$ cat src/mct_pkg.sv
// Purpose: shared constants, types and the opcode timing table of the core
// Assumes: one system clock; every figure is counted in single clocks
// Notes: timing gives bytes, base clocks and whether a taken jump adds one
package mct_pkg;

  // -----------------------------------------------------------------
  // special function register addresses
  // -----------------------------------------------------------------
  localparam logic [7:0] SFR_ACC = 8'hE0;
  localparam logic [7:0] SFR_B = 8'hF0;
  localparam logic [7:0] SFR_PSW = 8'hD0;
  localparam logic [7:0] SFR_DPL = 8'h82;
  localparam logic [7:0] SFR_DPH = 8'h83;

  // -----------------------------------------------------------------
  // status flag positions and reset values
  // -----------------------------------------------------------------
  localparam int FLG_CY = 7;
  localparam int FLG_AC = 6;
  localparam int FLG_OV = 2;
  localparam int FLG_P = 0;
  localparam int FLG_RS_HI = 4;
  localparam int FLG_RS_LO = 3;
  localparam logic [7:0] FLAGS_RESET = 8'h00;
  localparam logic [15:0] PC_RESET = 16'h0000;

  // -----------------------------------------------------------------
  // opcodes with a behaviour of their own
  // -----------------------------------------------------------------
  localparam logic [7:0] OP_MUL = 8'hA4;
  localparam logic [7:0] OP_DIV = 8'h84;
  localparam logic [7:0] OP_DA = 8'hD4;
  localparam logic [7:0] OP_CLR_A = 8'hE4;
  localparam logic [7:0] OP_CPL_A = 8'hF4;
  localparam logic [7:0] OP_SWAP = 8'hC4;
  localparam logic [7:0] OP_RR = 8'h03;
  localparam logic [7:0] OP_RRC = 8'h13;
  localparam logic [7:0] OP_RL = 8'h23;
  localparam logic [7:0] OP_RLC = 8'h33;
  localparam logic [7:0] OP_CLR_C = 8'hC3;
  localparam logic [7:0] OP_SETB_C = 8'hD3;
  localparam logic [7:0] OP_CPL_C = 8'hB3;
  localparam logic [7:0] OP_INC_DP = 8'hA3;
  localparam logic [7:0] OP_LD_DP = 8'h90;
  localparam logic [7:0] OP_MOV_AI = 8'h74;
  localparam logic [7:0] OP_JC = 8'h40;
  localparam logic [7:0] OP_JNC = 8'h50;
  localparam logic [7:0] OP_JZ = 8'h60;
  localparam logic [7:0] OP_JNZ = 8'h70;
  localparam logic [7:0] OP_SJMP = 8'h80;

  // -----------------------------------------------------------------
  // high nibble groups
  // -----------------------------------------------------------------
  localparam logic [3:0] HI_INC = 4'h0;
  localparam logic [3:0] HI_DEC = 4'h1;
  localparam logic [3:0] HI_ADD = 4'h2;
  localparam logic [3:0] HI_ADDC = 4'h3;
  localparam logic [3:0] HI_OR = 4'h4;
  localparam logic [3:0] HI_AND = 4'h5;
  localparam logic [3:0] HI_XOR = 4'h6;
  localparam logic [3:0] HI_MOVI = 4'h7;
  localparam logic [3:0] HI_SUBB = 4'h9;
  localparam logic [3:0] HI_MOVA = 4'hE;
  localparam logic [3:0] HI_MOVM = 4'hF;

  // -----------------------------------------------------------------
  // types
  // -----------------------------------------------------------------
  typedef enum logic [3:0] {
    ALU_ADD = 4'b0000, ALU_ADDC = 4'b0001, ALU_SUBB = 4'b0010,
    ALU_INC = 4'b0011, ALU_DEC = 4'b0100, ALU_AND = 4'b0101,
    ALU_OR = 4'b0110, ALU_XOR = 4'b0111, ALU_DA = 4'b1000
  } mct_alu_op_t;

  typedef struct packed {
    logic [1:0] len;
    logic [3:0] cyc;
    logic branch;
  } mct_timing_t;

  typedef struct packed {
    logic [7:0] res;
    logic cy;
    logic ac;
    logic ov;
  } mct_alu_res_t;

  typedef struct packed {
    logic [7:0] lo;
    logic [7:0] hi;
    logic ov;
  } mct_md_res_t;

  function automatic mct_timing_t mct_tm(input logic [1:0] l,
                                         input logic [3:0] c,
                                         input logic b);
    return '{len: l, cyc: c, branch: b};
  endfunction : mct_tm

  // bytes and clocks per opcode
  function automatic mct_timing_t mct_timing(input logic [7:0] op);
    mct_timing_t t;
    logic [3:0] h;
    t = mct_tm(2'h1, 4'h1, 1'h0);
    h = op[7:4];
    case (op[3:0])
      4'h0: begin
        case (h)
          4'h0: t = mct_tm(2'h1, 4'h1, 1'h0);
          4'h1, 4'h2, 4'h3: t = mct_tm(2'h3, 4'h3, 1'h1);
          4'h4, 4'h5, 4'h6, 4'h7, 4'h8: t = mct_tm(2'h2, 4'h2, 1'h1);
          4'h9: t = mct_tm(2'h3, 4'h3, 1'h0);
          4'hE, 4'hF: t = mct_tm(2'h1, 4'h3, 1'h0);
          default: t = mct_tm(2'h2, 4'h2, 1'h0);
        endcase
      end
      4'h1: t = mct_tm(2'h2, 4'h3, 1'h0);
      4'h2: begin
        case (h)
          4'h0, 4'h1: t = mct_tm(2'h3, 4'h4, 1'h0);
          4'h2, 4'h3: t = mct_tm(2'h1, 4'h5, 1'h0);
          4'hE, 4'hF: t = mct_tm(2'h1, 4'h3, 1'h0);
          default: t = mct_tm(2'h2, 4'h2, 1'h0);
        endcase
      end
      4'h3: begin
        case (h)
          4'h4, 4'h5, 4'h6: t = mct_tm(2'h3, 4'h3, 1'h0);
          4'h7, 4'h8, 4'h9, 4'hE, 4'hF: t = mct_tm(2'h1, 4'h3, 1'h0);
          default: t = mct_tm(2'h1, 4'h1, 1'h0);
        endcase
      end
      4'h4: begin
        case (h)
          4'h8: t = mct_tm(2'h1, 4'h8, 1'h0);
          4'hA: t = mct_tm(2'h1, 4'h4, 1'h0);
          4'hB: t = mct_tm(2'h3, 4'h3, 1'h1);
          4'h2, 4'h3, 4'h4, 4'h5, 4'h6, 4'h7, 4'h9:
            t = mct_tm(2'h2, 4'h2, 1'h0);
          default: t = mct_tm(2'h1, 4'h1, 1'h0);
        endcase
      end
      4'h5: begin
        case (h)
          4'h7, 4'h8: t = mct_tm(2'h3, 4'h3, 1'h0);
          4'hB, 4'hD: t = mct_tm(2'h3, 4'h3, 1'h1);
          4'hA: t = mct_tm(2'h1, 4'h1, 1'h0);
          default: t = mct_tm(2'h2, 4'h2, 1'h0);
        endcase
      end
      4'h6, 4'h7: begin
        case (h)
          4'h7, 4'h8, 4'hA: t = mct_tm(2'h2, 4'h2, 1'h0);
          4'hB: t = mct_tm(2'h3, 4'h4, 1'h1);
          default: t = mct_tm(2'h1, 4'h2, 1'h0);
        endcase
      end
      default: begin
        case (h)
          4'h7, 4'h8, 4'hA: t = mct_tm(2'h2, 4'h2, 1'h0);
          4'hB: t = mct_tm(2'h3, 4'h3, 1'h1);
          4'hD: t = mct_tm(2'h2, 4'h2, 1'h1);
          default: t = mct_tm(2'h1, 4'h1, 1'h0);
        endcase
      end
    endcase
    return t;
  endfunction : mct_timing

endpackage : mct_pkg

$ cat src/mct_alu.sv
// Purpose: byte arithmetic and logic with carry, half carry and overflow
// Assumes: purely combinational, driven by the core's decode
// Notes: carry and half carry not touched by an operation pass through unchanged; overflow reads zero
module mct_alu
  import mct_pkg::*;
(
  // operation and operands
  input wire mct_alu_op_t i_op,
  input wire logic [7:0] i_a,
  input wire logic [7:0] i_b,
  input wire logic i_cy,
  input wire logic i_ac,
  // result
  output mct_alu_res_t o_res
);

  // ---------------------------------------------------------------
  // datapath
  // ---------------------------------------------------------------
  // one process covers every operation
  always_comb begin
    logic [8:0] s;
    logic [4:0] n;
    logic cin;
    logic c;
    s = 9'h000;
    n = 5'h00;
    c = 1'h0;
    cin = (i_op == ALU_ADD) ? 1'h0 : i_cy;
    o_res = '{res: i_a, cy: i_cy, ac: i_ac, ov: 1'h0};
    case (i_op)
      ALU_ADD, ALU_ADDC: begin
        s = {1'h0, i_a} + {1'h0, i_b} + {8'h00, cin};
        n = {1'h0, i_a[3:0]} + {1'h0, i_b[3:0]} + {4'h0, cin};
        o_res.res = s[7:0];
        o_res.cy = s[8];
        o_res.ac = n[4];
        o_res.ov = (i_a[7] == i_b[7]) && (s[7] != i_a[7]);
      end
      ALU_SUBB: begin
        s = {1'h0, i_a} - {1'h0, i_b} - {8'h00, i_cy};
        n = {1'h0, i_a[3:0]} - {1'h0, i_b[3:0]} - {4'h0, i_cy};
        o_res.res = s[7:0];
        o_res.cy = s[8];
        o_res.ac = n[4];
        o_res.ov = (i_a[7] != i_b[7]) && (s[7] != i_a[7]);
      end
      ALU_INC: o_res.res = i_a + 8'h01;
      ALU_DEC: o_res.res = i_a - 8'h01;
      ALU_AND: o_res.res = i_a & i_b;
      ALU_OR: o_res.res = i_a | i_b;
      ALU_XOR: o_res.res = i_a ^ i_b;
      ALU_DA: begin
        // bcd correction, carry may only be set, never cleared
        s = {1'h0, i_a};
        if ((i_a[3:0] > 4'h9) || i_ac) begin
          s = s + 9'h006;
        end
        c = i_cy | s[8];
        if ((s[7:4] > 4'h9) || c) begin
          s = {1'h0, s[7:0]} + 9'h060;
        end
        o_res.res = s[7:0];
        o_res.cy = c | s[8];
      end
      default: o_res.res = i_a;
    endcase
  end

endmodule : mct_alu

$ cat src/mct_muldiv.sv
// Purpose: stepped multiply and divide of accumulator by b
// Assumes: load in the opcode clock, result read as a look-ahead step
// Notes: multiply settles in the fourth clock, divide in the eighth
module mct_muldiv
  import mct_pkg::*;
(
  // clock and reset
  input wire logic i_sys_clk,
  input wire logic i_sys_rst,
  // control and operands
  input wire logic i_load,
  input wire logic i_div,
  input wire logic [7:0] i_a,
  input wire logic [7:0] i_b,
  // result
  output mct_md_res_t o_res
);

  logic [15:0] prod_reg;
  logic [15:0] mcand_reg;
  logic [7:0] mplier_reg;
  logic [7:0] rem_reg;
  logic [7:0] quo_reg;
  logic [7:0] dvs_reg;

  // ---------------------------------------------------------------
  // step sources: fresh operands on load, held state otherwise
  // ---------------------------------------------------------------
  wire logic [15:0] prod_s = i_load ? 16'h0000 : prod_reg;
  wire logic [15:0] mcand_s = i_load ? {8'h00, i_a} : mcand_reg;
  wire logic [7:0] mplier_s = i_load ? i_b : mplier_reg;
  wire logic [7:0] rem_s = i_load ? 8'h00 : rem_reg;
  wire logic [7:0] quo_s = i_load ? i_a : quo_reg;
  wire logic [7:0] dvs_s = i_load ? i_b : dvs_reg;

  // two multiplier bits and one quotient bit per clock
  wire logic [15:0] pp0 = mplier_s[0] ? mcand_s : 16'h0000;
  wire logic [15:0] pp1 = mplier_s[1] ? {mcand_s[14:0], 1'h0} : 16'h0000;
  wire logic [15:0] prod_next = prod_s + pp0 + pp1;
  wire logic [8:0] trial = {rem_s, quo_s[7]};
  wire logic ge = trial >= {1'h0, dvs_s};
  wire logic [8:0] diff = trial - {1'h0, dvs_s};
  wire logic [7:0] rem_next = ge ? diff[7:0] : trial[7:0];
  wire logic [7:0] quo_next = {quo_s[6:0], ge};

  // look-ahead result; divide by zero flags overflow
  assign o_res.lo = i_div ? quo_next : prod_next[7:0];
  assign o_res.hi = i_div ? rem_next : prod_next[15:8];
  assign o_res.ov = i_div ? (dvs_s == 8'h00) : (prod_next[15:8] != 8'h00);

  // step state every clock
  always_ff @(posedge i_sys_clk) begin
    if (i_sys_rst) begin
      prod_reg <= 16'h0000;
      mcand_reg <= 16'h0000;
      mplier_reg <= 8'h00;
      rem_reg <= 8'h00;
      quo_reg <= 8'h00;
      dvs_reg <= 8'h00;
    end else begin
      prod_reg <= prod_next;
      mcand_reg <= {mcand_s[13:0], 2'h0};
      mplier_reg <= {2'h0, mplier_s[7:2]};
      rem_reg <= rem_next;
      quo_reg <= quo_next;
      dvs_reg <= dvs_s;
    end
  end

endmodule : mct_muldiv

$ cat src/mct_core.sv
// Purpose: non-pipelined 8-bit core, one program byte taken per clock
// Assumes: program memory answers i_code_byte for o_code_addr in-cycle
// Notes: unlisted opcodes keep their clock count but change no state
//
// How it works
// - opcodes, addressing modes and flag effects follow the standard set.
// - time is counted in single system clocks, no machine cycles.
// - most instructions take as many clocks as they have bytes.
// - a conditional jump not taken ends one clock before a taken one.
// - nothing exceeds eight clocks; multiply takes four, divide eight.
// - the opcode table spreads the instructions over the set clock counts.
// - add, add-with-carry and subtract use 1/1, 2/2, 1/2, 2/2 bytes/clocks.
// - add-with-carry adds the carry flag; the register form is 1 byte, 1 clock.
// - increment/decrement: A or Rn 1/1, direct 2/2, indirect 1/2, pointer 1.
// - logic of an immediate into a direct byte is 3 bytes, 3 clocks.
// - logic into A: Rn 1 clock, others 2; A into direct 2 bytes, 2 clocks.
module mct_core
  import mct_pkg::*;
(
  // clock and reset
  input wire logic i_sys_clk,
  input wire logic i_sys_rst,
  // program memory
  input wire logic [7:0] i_code_byte,
  output logic [15:0] o_code_addr,
  // core state
  output logic o_instr_done,
  output logic [7:0] o_acc,
  output logic [7:0] o_flags,
  output logic [15:0] o_data_pointer
);

  // ---------------------------------------------------------------
  // state
  // ---------------------------------------------------------------
  logic [15:0] pc_reg;
  logic [15:0] pc_next;
  logic [3:0] cnt_reg;
  logic [7:0] opc_reg;
  logic [7:0] op1_reg;
  logic [7:0] op2_reg;
  mct_timing_t tim_reg;
  logic ext_reg;
  logic done_reg;
  logic [7:0] acc_reg;
  logic [7:0] acc_next;
  logic [7:0] b_reg;
  logic [7:0] b_next;
  logic [7:0] psw_reg;
  logic [7:0] psw_next;
  logic [15:0] data_pointer_register_reg;
  logic [15:0] data_pointer_register_next;
  logic [7:0] ram [0:255];
  logic ram_we;
  logic wr_go;
  logic [7:0] wr_val;
  mct_alu_op_t alu_op;
  mct_alu_res_t alu_res;
  mct_md_res_t md_res;

  // ---------------------------------------------------------------
  // current instruction and its bytes
  // ---------------------------------------------------------------
  wire logic first = (cnt_reg == 4'h0);
  wire logic [7:0] cur_op = first ? i_code_byte : opc_reg;
  wire mct_timing_t tm = first ? mct_timing(i_code_byte) : tim_reg;
  wire logic [7:0] op1 = (cnt_reg == 4'h1) ? i_code_byte : op1_reg;
  wire logic [7:0] op2 = (cnt_reg == 4'h2) ? i_code_byte : op2_reg;
  wire logic [3:0] hi = cur_op[7:4];
  wire logic [3:0] lo = cur_op[3:0];

  // ---------------------------------------------------------------
  // sequencing: one byte per clock, then wait clocks
  // ---------------------------------------------------------------
  // fetch while bytes remain
  wire logic fetch = (cnt_reg < {2'h0, tm.len}) && !ext_reg;
  wire logic base_end = (cnt_reg == (tm.cyc - 4'h1));
  wire logic br_taken = (cur_op == OP_JC) ? psw_reg[FLG_CY] :
                        (cur_op == OP_JNC) ? !psw_reg[FLG_CY] :
                        (cur_op == OP_JZ) ? (acc_reg == 8'h00) :
                        (cur_op == OP_JNZ) ? (acc_reg != 8'h00) :
                        (cur_op == OP_SJMP);
  // a taken jump earns one more clock
  wire logic take_ext = base_end && tm.branch && br_taken && !ext_reg;
  wire logic exec = base_end && !take_ext;
  wire logic done = exec || ext_reg;
  wire logic [7:0] rel = (tim_reg.len == 2'h3) ? op2_reg : op1_reg;

  // next program address
  assign pc_next = ext_reg ? pc_reg + {{8{rel[7]}}, rel} :
                   fetch ? pc_reg + 16'h0001 : pc_reg;

  // ---------------------------------------------------------------
  // operand addressing
  // ---------------------------------------------------------------
  wire logic is_rn = cur_op[3];
  wire logic is_ri = (lo[3:1] == 3'h3);
  wire logic is_imm = (lo == 4'h4);
  wire logic [7:0] rn_addr = {3'h0, psw_reg[FLG_RS_HI:FLG_RS_LO], cur_op[2:0]};
  wire logic [7:0] ri_loc = {3'h0, psw_reg[FLG_RS_HI:FLG_RS_LO], 2'h0, cur_op[0]};
  wire logic [7:0] ri_ptr = ram[ri_loc];
  wire logic mem_dir = !is_rn && !is_ri;
  wire logic [7:0] mem_addr = is_rn ? rn_addr : is_ri ? ri_ptr : op1;
  wire logic [7:0] dir_rd = (op1 == SFR_ACC) ? acc_reg :
                            (op1 == SFR_B) ? b_reg :
                            (op1 == SFR_PSW) ? psw_reg :
                            (op1 == SFR_DPL) ? data_pointer_register_reg[7:0] :
                            (op1 == SFR_DPH) ? data_pointer_register_reg[15:8] : ram[op1];
  wire logic [7:0] mem_rd = mem_dir ? dir_rd : ram[mem_addr];

  // ---------------------------------------------------------------
  // instruction groups
  // ---------------------------------------------------------------
  wire logic grp_arith = (hi == HI_ADD) || (hi == HI_ADDC) || (hi == HI_SUBB);
  wire logic grp_logic = (hi == HI_OR) || (hi == HI_AND) || (hi == HI_XOR);
  wire logic grp_incdec = (hi == HI_INC) || (hi == HI_DEC);
  wire logic src_form = (lo >= 4'h4);
  wire logic logic_dir = grp_logic && ((lo == 4'h2) || (lo == 4'h3));

  // alu operation by high nibble
  assign alu_op = (hi == HI_INC) ? ALU_INC :
                  (hi == HI_DEC) ? ALU_DEC :
                  (hi == HI_ADD) ? ALU_ADD :
                  (hi == HI_ADDC) ? ALU_ADDC :
                  (hi == HI_OR) ? ALU_OR :
                  (hi == HI_AND) ? ALU_AND :
                  (hi == HI_XOR) ? ALU_XOR :
                  (hi == HI_SUBB) ? ALU_SUBB : ALU_DA;

  // alu operands: memory target for inc/dec memory forms and logic into direct, else accumulator
  wire logic mem_tgt = (grp_incdec && !is_imm) || logic_dir;
  wire logic [7:0] alu_a = mem_tgt ? mem_rd : acc_reg;
  wire logic [7:0] alu_b = logic_dir ? ((lo == 4'h2) ? acc_reg : op2) :
                           is_imm ? op1 : mem_rd;

  mct_alu u_alu (
    .i_op(alu_op),
    .i_a(alu_a),
    .i_b(alu_b),
    .i_cy(psw_reg[FLG_CY]),
    .i_ac(psw_reg[FLG_AC]),
    .o_res(alu_res)
  );

  // multiply and divide loaded in the opcode clock
  wire logic md_load = first && ((i_code_byte == OP_MUL) || (i_code_byte == OP_DIV));

  mct_muldiv u_muldiv (
    .i_sys_clk(i_sys_clk),
    .i_sys_rst(i_sys_rst),
    .i_load(md_load),
    .i_div(cur_op == OP_DIV),
    .i_a(acc_reg),
    .i_b(b_reg),
    .o_res(md_res)
  );

  // ---------------------------------------------------------------
  // execute in the last clock of an instruction
  // ---------------------------------------------------------------
  always_comb begin
    acc_next = acc_reg;
    b_next = b_reg;
    psw_next = psw_reg;
    data_pointer_register_next = data_pointer_register_reg;
    wr_go = 1'h0;
    wr_val = alu_res.res;
    ram_we = 1'h0;
    if (exec) begin
      case (cur_op)
        OP_MUL, OP_DIV: begin
          acc_next = md_res.lo;
          b_next = md_res.hi;
          psw_next[FLG_CY] = 1'h0;
          psw_next[FLG_OV] = md_res.ov;
        end
        OP_DA: begin
          acc_next = alu_res.res;
          psw_next[FLG_CY] = alu_res.cy;
        end
        OP_CLR_A: acc_next = 8'h00;
        OP_CPL_A: acc_next = ~acc_reg;
        OP_SWAP: acc_next = {acc_reg[3:0], acc_reg[7:4]};
        OP_RR: acc_next = {acc_reg[0], acc_reg[7:1]};
        OP_RL: acc_next = {acc_reg[6:0], acc_reg[7]};
        OP_RRC: begin
          acc_next = {psw_reg[FLG_CY], acc_reg[7:1]};
          psw_next[FLG_CY] = acc_reg[0];
        end
        OP_RLC: begin
          acc_next = {acc_reg[6:0], psw_reg[FLG_CY]};
          psw_next[FLG_CY] = acc_reg[7];
        end
        OP_CLR_C: psw_next[FLG_CY] = 1'h0;
        OP_SETB_C: psw_next[FLG_CY] = 1'h1;
        OP_CPL_C: psw_next[FLG_CY] = !psw_reg[FLG_CY];
        OP_INC_DP: data_pointer_register_next = data_pointer_register_reg + 16'h0001;
        OP_LD_DP: data_pointer_register_next = {op1, op2};
        OP_MOV_AI: acc_next = op1;
        default: begin
          if (grp_arith && src_form) begin
            acc_next = alu_res.res;
            psw_next[FLG_CY] = alu_res.cy;
            psw_next[FLG_AC] = alu_res.ac;
            psw_next[FLG_OV] = alu_res.ov;
          end else if (grp_logic && src_form) begin
            acc_next = alu_res.res;
          end else if (logic_dir) begin
            wr_go = 1'h1;
          end else if (grp_incdec && src_form) begin
            if (is_imm) begin
              acc_next = alu_res.res;
            end else begin
              wr_go = 1'h1;
            end
          end else if ((hi == HI_MOVA) && (lo >= 4'h5)) begin
            acc_next = mem_rd;
          end else if ((hi == HI_MOVM) && (lo >= 4'h5)) begin
            wr_go = 1'h1;
            wr_val = acc_reg;
          end else if ((hi == HI_MOVI) && (lo >= 4'h5)) begin
            wr_go = 1'h1;
            wr_val = (lo == 4'h5) ? op2 : op1; // direct form carries its constant last
          end
        end
      endcase
    end
    // writes to a direct address may land on a special register
    if (wr_go) begin
      if (mem_dir && (mem_addr == SFR_ACC)) begin
        acc_next = wr_val;
      end else if (mem_dir && (mem_addr == SFR_B)) begin
        b_next = wr_val;
      end else if (mem_dir && (mem_addr == SFR_PSW)) begin
        psw_next = wr_val;
      end else if (mem_dir && (mem_addr == SFR_DPL)) begin
        data_pointer_register_next[7:0] = wr_val;
      end else if (mem_dir && (mem_addr == SFR_DPH)) begin
        data_pointer_register_next[15:8] = wr_val;
      end else begin
        ram_we = 1'h1;
      end
    end
    // parity always tracks the accumulator
    psw_next[FLG_P] = ^acc_next;
  end

  // ---------------------------------------------------------------
  // registers
  // ---------------------------------------------------------------
  // clock counter within the instruction
  always_ff @(posedge i_sys_clk) begin
    if (i_sys_rst) begin
      cnt_reg <= 4'h0;
      ext_reg <= 1'h0;
      done_reg <= 1'h0;
      pc_reg <= PC_RESET;
    end else begin
      cnt_reg <= done ? 4'h0 : cnt_reg + 4'h1;
      ext_reg <= take_ext;
      done_reg <= done;
      pc_reg <= pc_next;
    end
  end

  // opcode and operand latches
  always_ff @(posedge i_sys_clk) begin
    if (i_sys_rst) begin
      opc_reg <= 8'h00;
      tim_reg <= '0;
      op1_reg <= 8'h00;
      op2_reg <= 8'h00;
    end else begin
      opc_reg <= cur_op;
      tim_reg <= tm;
      op1_reg <= op1;
      op2_reg <= op2;
    end
  end

  // architectural state
  always_ff @(posedge i_sys_clk) begin
    if (i_sys_rst) begin
      acc_reg <= 8'h00;
      b_reg <= 8'h00;
      psw_reg <= FLAGS_RESET;
      data_pointer_register_reg <= 16'h0000;
    end else begin
      acc_reg <= acc_next;
      b_reg <= b_next;
      psw_reg <= psw_next;
      data_pointer_register_reg <= data_pointer_register_next;
    end
  end

  // data memory write port
  always_ff @(posedge i_sys_clk) begin
    if (ram_we) begin
      ram[mem_addr] <= wr_val;
    end
  end

  // outputs straight from flops
  assign o_code_addr = pc_reg;
  assign o_instr_done = done_reg;
  assign o_acc = acc_reg;
  assign o_flags = psw_reg;
  assign o_data_pointer = data_pointer_register_reg;

endmodule : mct_core

$ cat config.mk
export PLATFORM = sky130hd
export DESIGN_NAME = mct_core
export DESIGN_NICKNAME = d
export VERILOG_FILES = /design/src/mct_pkg.sv /design/src/mct_alu.sv /design/src/mct_muldiv.sv /design/src/mct_core.sv
export SDC_FILE = /design/constraint.sdc
export NUM_CORES = 2
export LEC_CHECK = 0
export ABC_AREA = 1
export BUFFER_PORTS_ARGS = -buffer_cell sky130_fd_sc_hd__clkbuf_2
export CELL_PAD_IN_SITES_DETAIL_PLACEMENT = 1
export CELL_PAD_IN_SITES_GLOBAL_PLACEMENT = 1
export CORE_ASPECT_RATIO = 0.8
export CORE_MARGIN = 2
export CORE_UTILIZATION = 45
export CTS_CLUSTER_SIZE = 40
export DETAILED_ROUTE_END_ITERATION = 7
export PLACE_DENSITY_LB_ADDON = 0.1
export SLEW_MARGIN = 40
export SYNTH_ARGS = -nofsm -noshare
export SYNTH_HDL_FRONTEND = slang
export SYNTH_SLANG_ARGS = --single-unit
$ cat constraint.sdc
create_clock -name i_sys_clk -period 16.5 [get_ports i_sys_clk]
set_input_delay 4.95 -clock i_sys_clk [delete_from_list [all_inputs] [get_ports i_sys_clk]]
set_output_delay 4.95 -clock i_sys_clk [all_outputs]
set_load 0.01 [all_outputs]
# After elaboration in Yosys (flattened, before gate mapping)
# Memory sizes are Yosys's and may differ from the RTL's.
# Index checks and enable logic that the tools add are counted.
[totals]
inputBits = 10
n_memories = 4
elab_cells = 327
reg_bits = 157
latchBits = 0
rom_bits = 224
output_inout_bits = 49
ram_bits = 2048
[classes]
eq_ne = 81
magnitude_cmp = 6
n_mux = 119
n_mul = 0
reduce_logical = 66
bitwise = 8
addsub = 20
div_mod_pow = 0
shift = 0
[memory_table]
columns = ["memory", "words", "word_bits", "read_ports", "rd_ports_with_merged_regs", "write_ports", "line", "text"]
rows = [
  ["ram", 256, 8, 3, 0, 1, "mct_core.sv:53", "logic [7:0] ram [0:255];"],
  ["(name not given)", 16, 7, 1, 0, 0, "mct_pkg.sv:135", "case (h)"],
  ["(name not given)", 16, 5, 1, 0, 0, "mct_pkg.sv:109", "case (h)"],
  ["(name not given)", 16, 2, 1, 0, 0, "mct_pkg.sv:128", "case (h)"],
]
[op_table]
columns = ["cell", "count"]
rows = [
  ["2-to-1 mux 8 bit", 54],
  ["== test 8 bit, second input constant", 24],
  ["2-to-1 mux 16 bit", 11],
  ["case mux 8 bit (11 select lines)", 1],
  ["case mux 8 bit (8 select lines)", 1],
  ["case mux 7 bit (3 select lines)", 3],
  ["== test 4 x 3 -> 1 bit, second input constant", 15],
  ["case mux 7 bit (7 select lines)", 1],
  ["adder 16 bit", 3],
  ["== test 4 x 2 -> 1 bit, second input constant", 11],
  ["== test 4 bit, second input constant", 10],
  ["== test 8 x 7 -> 1 bit, second input constant", 5],
  ["2-to-1 mux 9 bit", 4],
  ["adder 16 x 1 -> 16 bit, second input constant", 2],
  ["2-to-1 mux 4 bit", 8],
  ["case mux 16 bit (2 select lines)", 1],
  ["2-to-1 mux 1 bit", 27],
  ["logical AND 1 bit", 22],
  ["== test 4 x 1 -> 1 bit, second input constant", 5],
  ["logical NOT 4 bit", 5],
  ["OR reduction 2 bit", 9],
  ["== test 8 x 6 -> 1 bit, second input constant", 2],
  ["logical NOT 8 bit", 2],
  ["nonzero test 8 bit", 2],
  ["other kinds (49)", 72],
]

# Logic depth before layout (Yosys ltp)
[depth]
depth_word = 34
mapped_depth = 60
depth_no_buf = 56

# Cells and area by module
# Synthesis repeated with hierarchy kept, for this count alone.
[unflattened]
hier_cells = 14568
hier_area_um2 = 120207.8
[by_module_without_submodules]
columns = ["module", "seq_area_each_um2", "n_inst", "area_each_um2", "cells_each"]
rows = [
  ["mct_core", 63360.8, 1, 113881.7, 13575],
  ["mct_muldiv", 1201.2, 1, 4131.5, 626],
  ["mct_alu", 0.0, 1, 2194.6, 367],
]

# Worst setup path after synthesis
# Ideal clock, no wire load.
[synth_timing]
path_kind = "input to register"
start = "input i_code_byte[0]"
end = "register psw_reg[0], in the netlist o_flags[0]"
t_arrival_ns = 13.578
slack_ns = 2.807
t_required_ns = 16.385
cell_stages = 47
n_path_buf = 7
setup_ns = 0.115
cell_sequence = "clkbuf_1 > inv_1 > nand3_1 > nand2_1 > buf_2 > nand2_1 > nand3_1 > nand3_1 > nand3_4 > nand2_4 > buf_8 > buf_4 > nand2_1 > buf_4 > buf_2 > buf_2 > nor2_1 > a21oi_1 > (+11 left out) > fa_1 > inv_1 > fa_1 > o31ai_1 > inv_1 > nor2_1 > nor2_1 > nor2_1 > nor3_1 > nor3_1 > nor2_1 > nand2_1 > a22o_1 > nand2_1 > nand3_1 > nand3_1 > nand2_1 > nor2_1"
[synth_between]
elab_chain_cells = 30
word_cells_on_any_way = 154
[synth_rtl]
columns = ["element", "line", "text"]
rows = [
  ["start, declared", "mct_core.sv:24", "input wire logic [7:0] i_code_byte,"],
  ["branches (longest 26 deep; another with adder 8 x 3 -> 9 bit)", "-", ""],
  ["2-to-1 mux 8 bit (*)", "mct_core.sv:169", "if (exec) begin"],
  ["net wr_val[6]", "mct_core.sv:56", "logic [7:0] wr_val;"],
  ["2-to-1 mux 8 bit (*)", "mct_core.sv:230", "if (mem_dir && (mem_addr == SFR_ACC)) begin"],
  ["2-to-1 mux 8 bit (*)", "mct_core.sv:229", "if (wr_go) begin"],
  ["XOR reduction 8 bit (*)", "mct_core.sv:245", "psw_next[FLG_P] = ^acc_next;"],
  ["end signal, assigned", "mct_core.sv:291", "psw_reg <= psw_next;"],
  ["end, declared", "mct_core.sv:49", "logic [7:0] psw_reg;"],
]
# Mark *: on every way through the listed nets, which the timed path passes. The select of a mux whose other input is x is not followed.
# A chain may end at the register's enable or synchronous reset.

# Worst setup path after layout
[layout_timing]
start = "input i_code_byte[0]"
end = "memory ram[16][4] (data pin)"
[layout_between]
elab_chain_cells = 27
word_cells_on_any_way = 113
[layout_rtl]
columns = ["element", "line"]
rows = [
  ["branches (longest 26 deep; another with adder 8 x 3 -> 9 bit)", "-"],
  ["2-to-1 mux 8 bit (*)", "mct_core.sv:169"],
  ["net wr_val[4]", "mct_core.sv:56"],
  ["end, declared", "mct_core.sv:53"],
]
# Marked as above.

==> summary.md <==
| Metric | Value |
|---|---|
| Layout area overhead | 10.9% |
| Arrival time of the worst setup path | 14.92 ns |
| Initial core utilization | 45.2% |
| Worst-Margin Slew | 1.04 ns |
| Status | complete, no violations |
| Post-CTS Hold Buffers | 0 |
| Cts repair resizes | 0 |
| DRC viols | 0 |
| Root Buffer | clkbuf_16 |
| Chip width | 578 um |
| CTS sink count | 2201 |
| # fillers | 30883 |
| Vias per inst | 6.27 |
| Final period util | 86.7% |
| Drt initial violations | 15573 |
| CTS tree | done |
| Post-synth EDFFs | 2048 |
| Vias in the first global route | 109594 |
| Share of cells above drive strength 1 | 8.06% |
| Largest net degree at the start of global routing | 147 |
| Final setup violation count | 0 |
| Count of input and output buffers | 58 |
| HPWL after detailed placement | 358000 um |
| H-tree levels | 4 |
| Data required, critical path | 17.10 ns |
| Max-cap violations | 0 |
| Unrepaired setup endpoints after global routing | false |
| DRT Pass-1 Iters | 6 |
| Clock Skews | 0.0905 ns |
| First-pass GRT wire length | 790000 um |
| Register with the most flip-flops | ram |
| Per-cell routed wire length | 31.5 um |
| CP startpoint kind | primary input |
| Yosys reg bits | 2201 |
| Grt total ovfl | 0 |
| Peak Freq | 69.9 MHz |
| CP max stage delay | 0.63 ns |
| Setup bufs post-CTS | 0 |
| Post-layout net count | 14129 |
| Routability congestion estimate from global placement | 0.984 |
| Post-synthesis cell count | 14202 |
| Crit Path Class | in -> reg |
| Antenna-violating nets left | 0 |
| Worst hold path type | reg -> reg |
| Synth Cell Area | 0.118 mm^2 |
| Synth unique cells | 62 |
| Slew Limit Headroom | 30.3% |
| Max reg flops | 2048 |
| Gr usage total | 40.6% |
| DR vias | 110950 |
| Post-synthesis net count | 14318 |
| Die area | 0.267 mm^2 |
| Post-Route WL | 558000 um |
| Fin Setup TNS | 0 ns |
| CP max FO | 93 |
| Critical path endpoint category | flop |
| Fin. Hold Viols | 0 |
| Slew Viols, Final | 0 |
| Clock latency on the worst-skew pair | 0.96 ns |
| Cell Rows | 168 |
| Most used cell, CP | nand2_1 |
| CTS clk-pin slew, worst paths | 0.06 ns |
| Boundary pin count | 59 |
| Crit path max-delay cell type | buf_4 |
| Max Buffers Root-to-Sink | 4 |
| Chip height | 463 um |
| Syn Area/Cell | 8.34 um^2 |
| Yosys warns | 0 |
| Core area | 0.262 mm^2 |
| Initial antenna violation count | 27 |
| Synth async-reset ratio | 0% |
| Post-synthesis sequential area ratio | 54.5% |
| CTS Buf Count | 242 |
| Minimum clock period | 14.31 ns |
| Top FF cell, synth | edfxtp_1 |
[per-layer routing]
metal / wire (um) / vias to the layer above / global-route usage [%] / share of wire, %
li1: - / 46980 / - / -
met4: 29800 / 24 / 19.2 / 5.3
met1: 223000 / 55353 / 55.8 / 40
met3: 72100 / 1490 / 12.1 / 13
met2: 233000 / 7103 / 58.6 / 42
met5: 182 / - / 0 / 0.033
[kinds of logic after synthesis]
| logic type | synth area share (%) |
|---|---|
| flops | 54.5 |
| buf+inv | 7.80 |
| simple gates | 24.7 |
| fa+ha+maj | 1.26 |
| xor+xnor | 0.377 |
| compound gates | 11.4 |
[path summary, 6_finish.rpt]
| check | start | to | slack [ns] | cells past startpoint |
|---|---|---|---|---|
| worst min register to register | u_muldiv.mplier_reg[3] | u_muldiv.mplier_reg[1] | 0.45 | 2 |
| worst min-delay path | u_muldiv.mplier_reg[3] | u_muldiv.mplier_reg[1] | 0.45 | 2 |
| worst max-delay path | i_code_byte[0] | ram[16][4] | 2.19 | 39 |
| worst max register to register | cnt_reg[0] | ram[16][4] | 5.47 | 40 |
[synth_stat cells, drive strengths merged, types with 2 or more instances]
master	n	area share, %
a221oi	8	0.059
o32ai	5	0.037
o21bai	12	0.076
a31oi	13	0.069
nand2	5135	16
a32oi	7	0.052
a211oi	12	0.076
xnor2	18	0.13
a21oi	371	1.6
a22oi	24	0.15
and2	2	0.011
a2111oi	7	0.052
nor2	1067	3.4
clkinv	10	0.032
fa	22	0.37
inv	1368	4.3
a311oi	2	0.015
nand3b	46	0.29
xor2	33	0.24
nand3	746	3.2
or2	68	0.36
nand4	156	0.82
o2111ai	64	0.47
o21a	4	0.025
edfxtp	2048	52
dfxtp	153	2.6
ha	84	0.89
o211ai	312	2.0
clkbuf	340	1.1
nor3	34	0.15
o22ai	231	1.2
o21ai	1208	5.1
o31ai	4	0.025
o221ai	39	0.29
nor4	12	0.081
a22o	5	0.037
buf	528	2.4
[final cells by class]
type	instances	area [um^2]	area share, %
Antenna cell	19	47.5	0.0362
Timing Repair Buffer	435	4140	3.16
Inverter	1378	5240	3.99
Sequential cell	2201	64600	49.2
Tap cell	3485	4360	3.32
Multi-Input combinational cell	9755	45500	34.6
Clock inverter	131	1090	0.831
Clock buffer	302	6410	4.88
[metrics by stage]
| step | instance area, um^2 | utilization (%) | setup WS, ns | cells | hold WS (ns) |
|---|---|---|---|---|---|
| 2_1_floorplan | 118000 | - | 2.81 | 14202 | 0.426 |
| 3_3_place_gp | 123000 | 46.9 | 1.67 | 17241 | 0.438 |
| 3_5_place_dp | 124000 | 47.2 | 1.82 | 17252 | 0.443 |
| 4_1_cts | 131000 | 50.1 | 2.72 | 17685 | 0.449 |
| 5_1_grt | 131000 | 50.1 | 1.77 | 17689 | 0.485 |
| 6_report | 131000 | 50.1 | 2.19 | 17706 | 0.450 |
[critical path, delay by kind of cell]
kind | cells | cell delay [ns]
compound gates | 5 | 1.48
fa+ha+maj | 2 | 0.71
buf+inv | 10 | 3.05
simple gates | 22 | 4.29
[cells in the final DEF, fill, tap and decap left out, types with 46 or more instances in the layout]
cell type  count
nand3_1      740
nor2_2       196
clkbuf_1      50
o211ai_1     312
a21oi_1      367
ha_1          84
o21ai_0     1011
nand4_1      156
clkbuf_2      57
inv_1       1338
o22ai_1      231
clkinv_1      70
o2111ai_1     64
o21ai_1      182
nand2_1     5090
dfxtp_1      153
clkbuf_16    245
nand3b_1      46
or2_2         67
nor2_1       855
edfxtp_1    2048
buf_12        68
buf_4        297
Power is left out: the tool's default activity adds up to more than one toggle a clock period on the data nets, which glitch-free logic cannot reach.
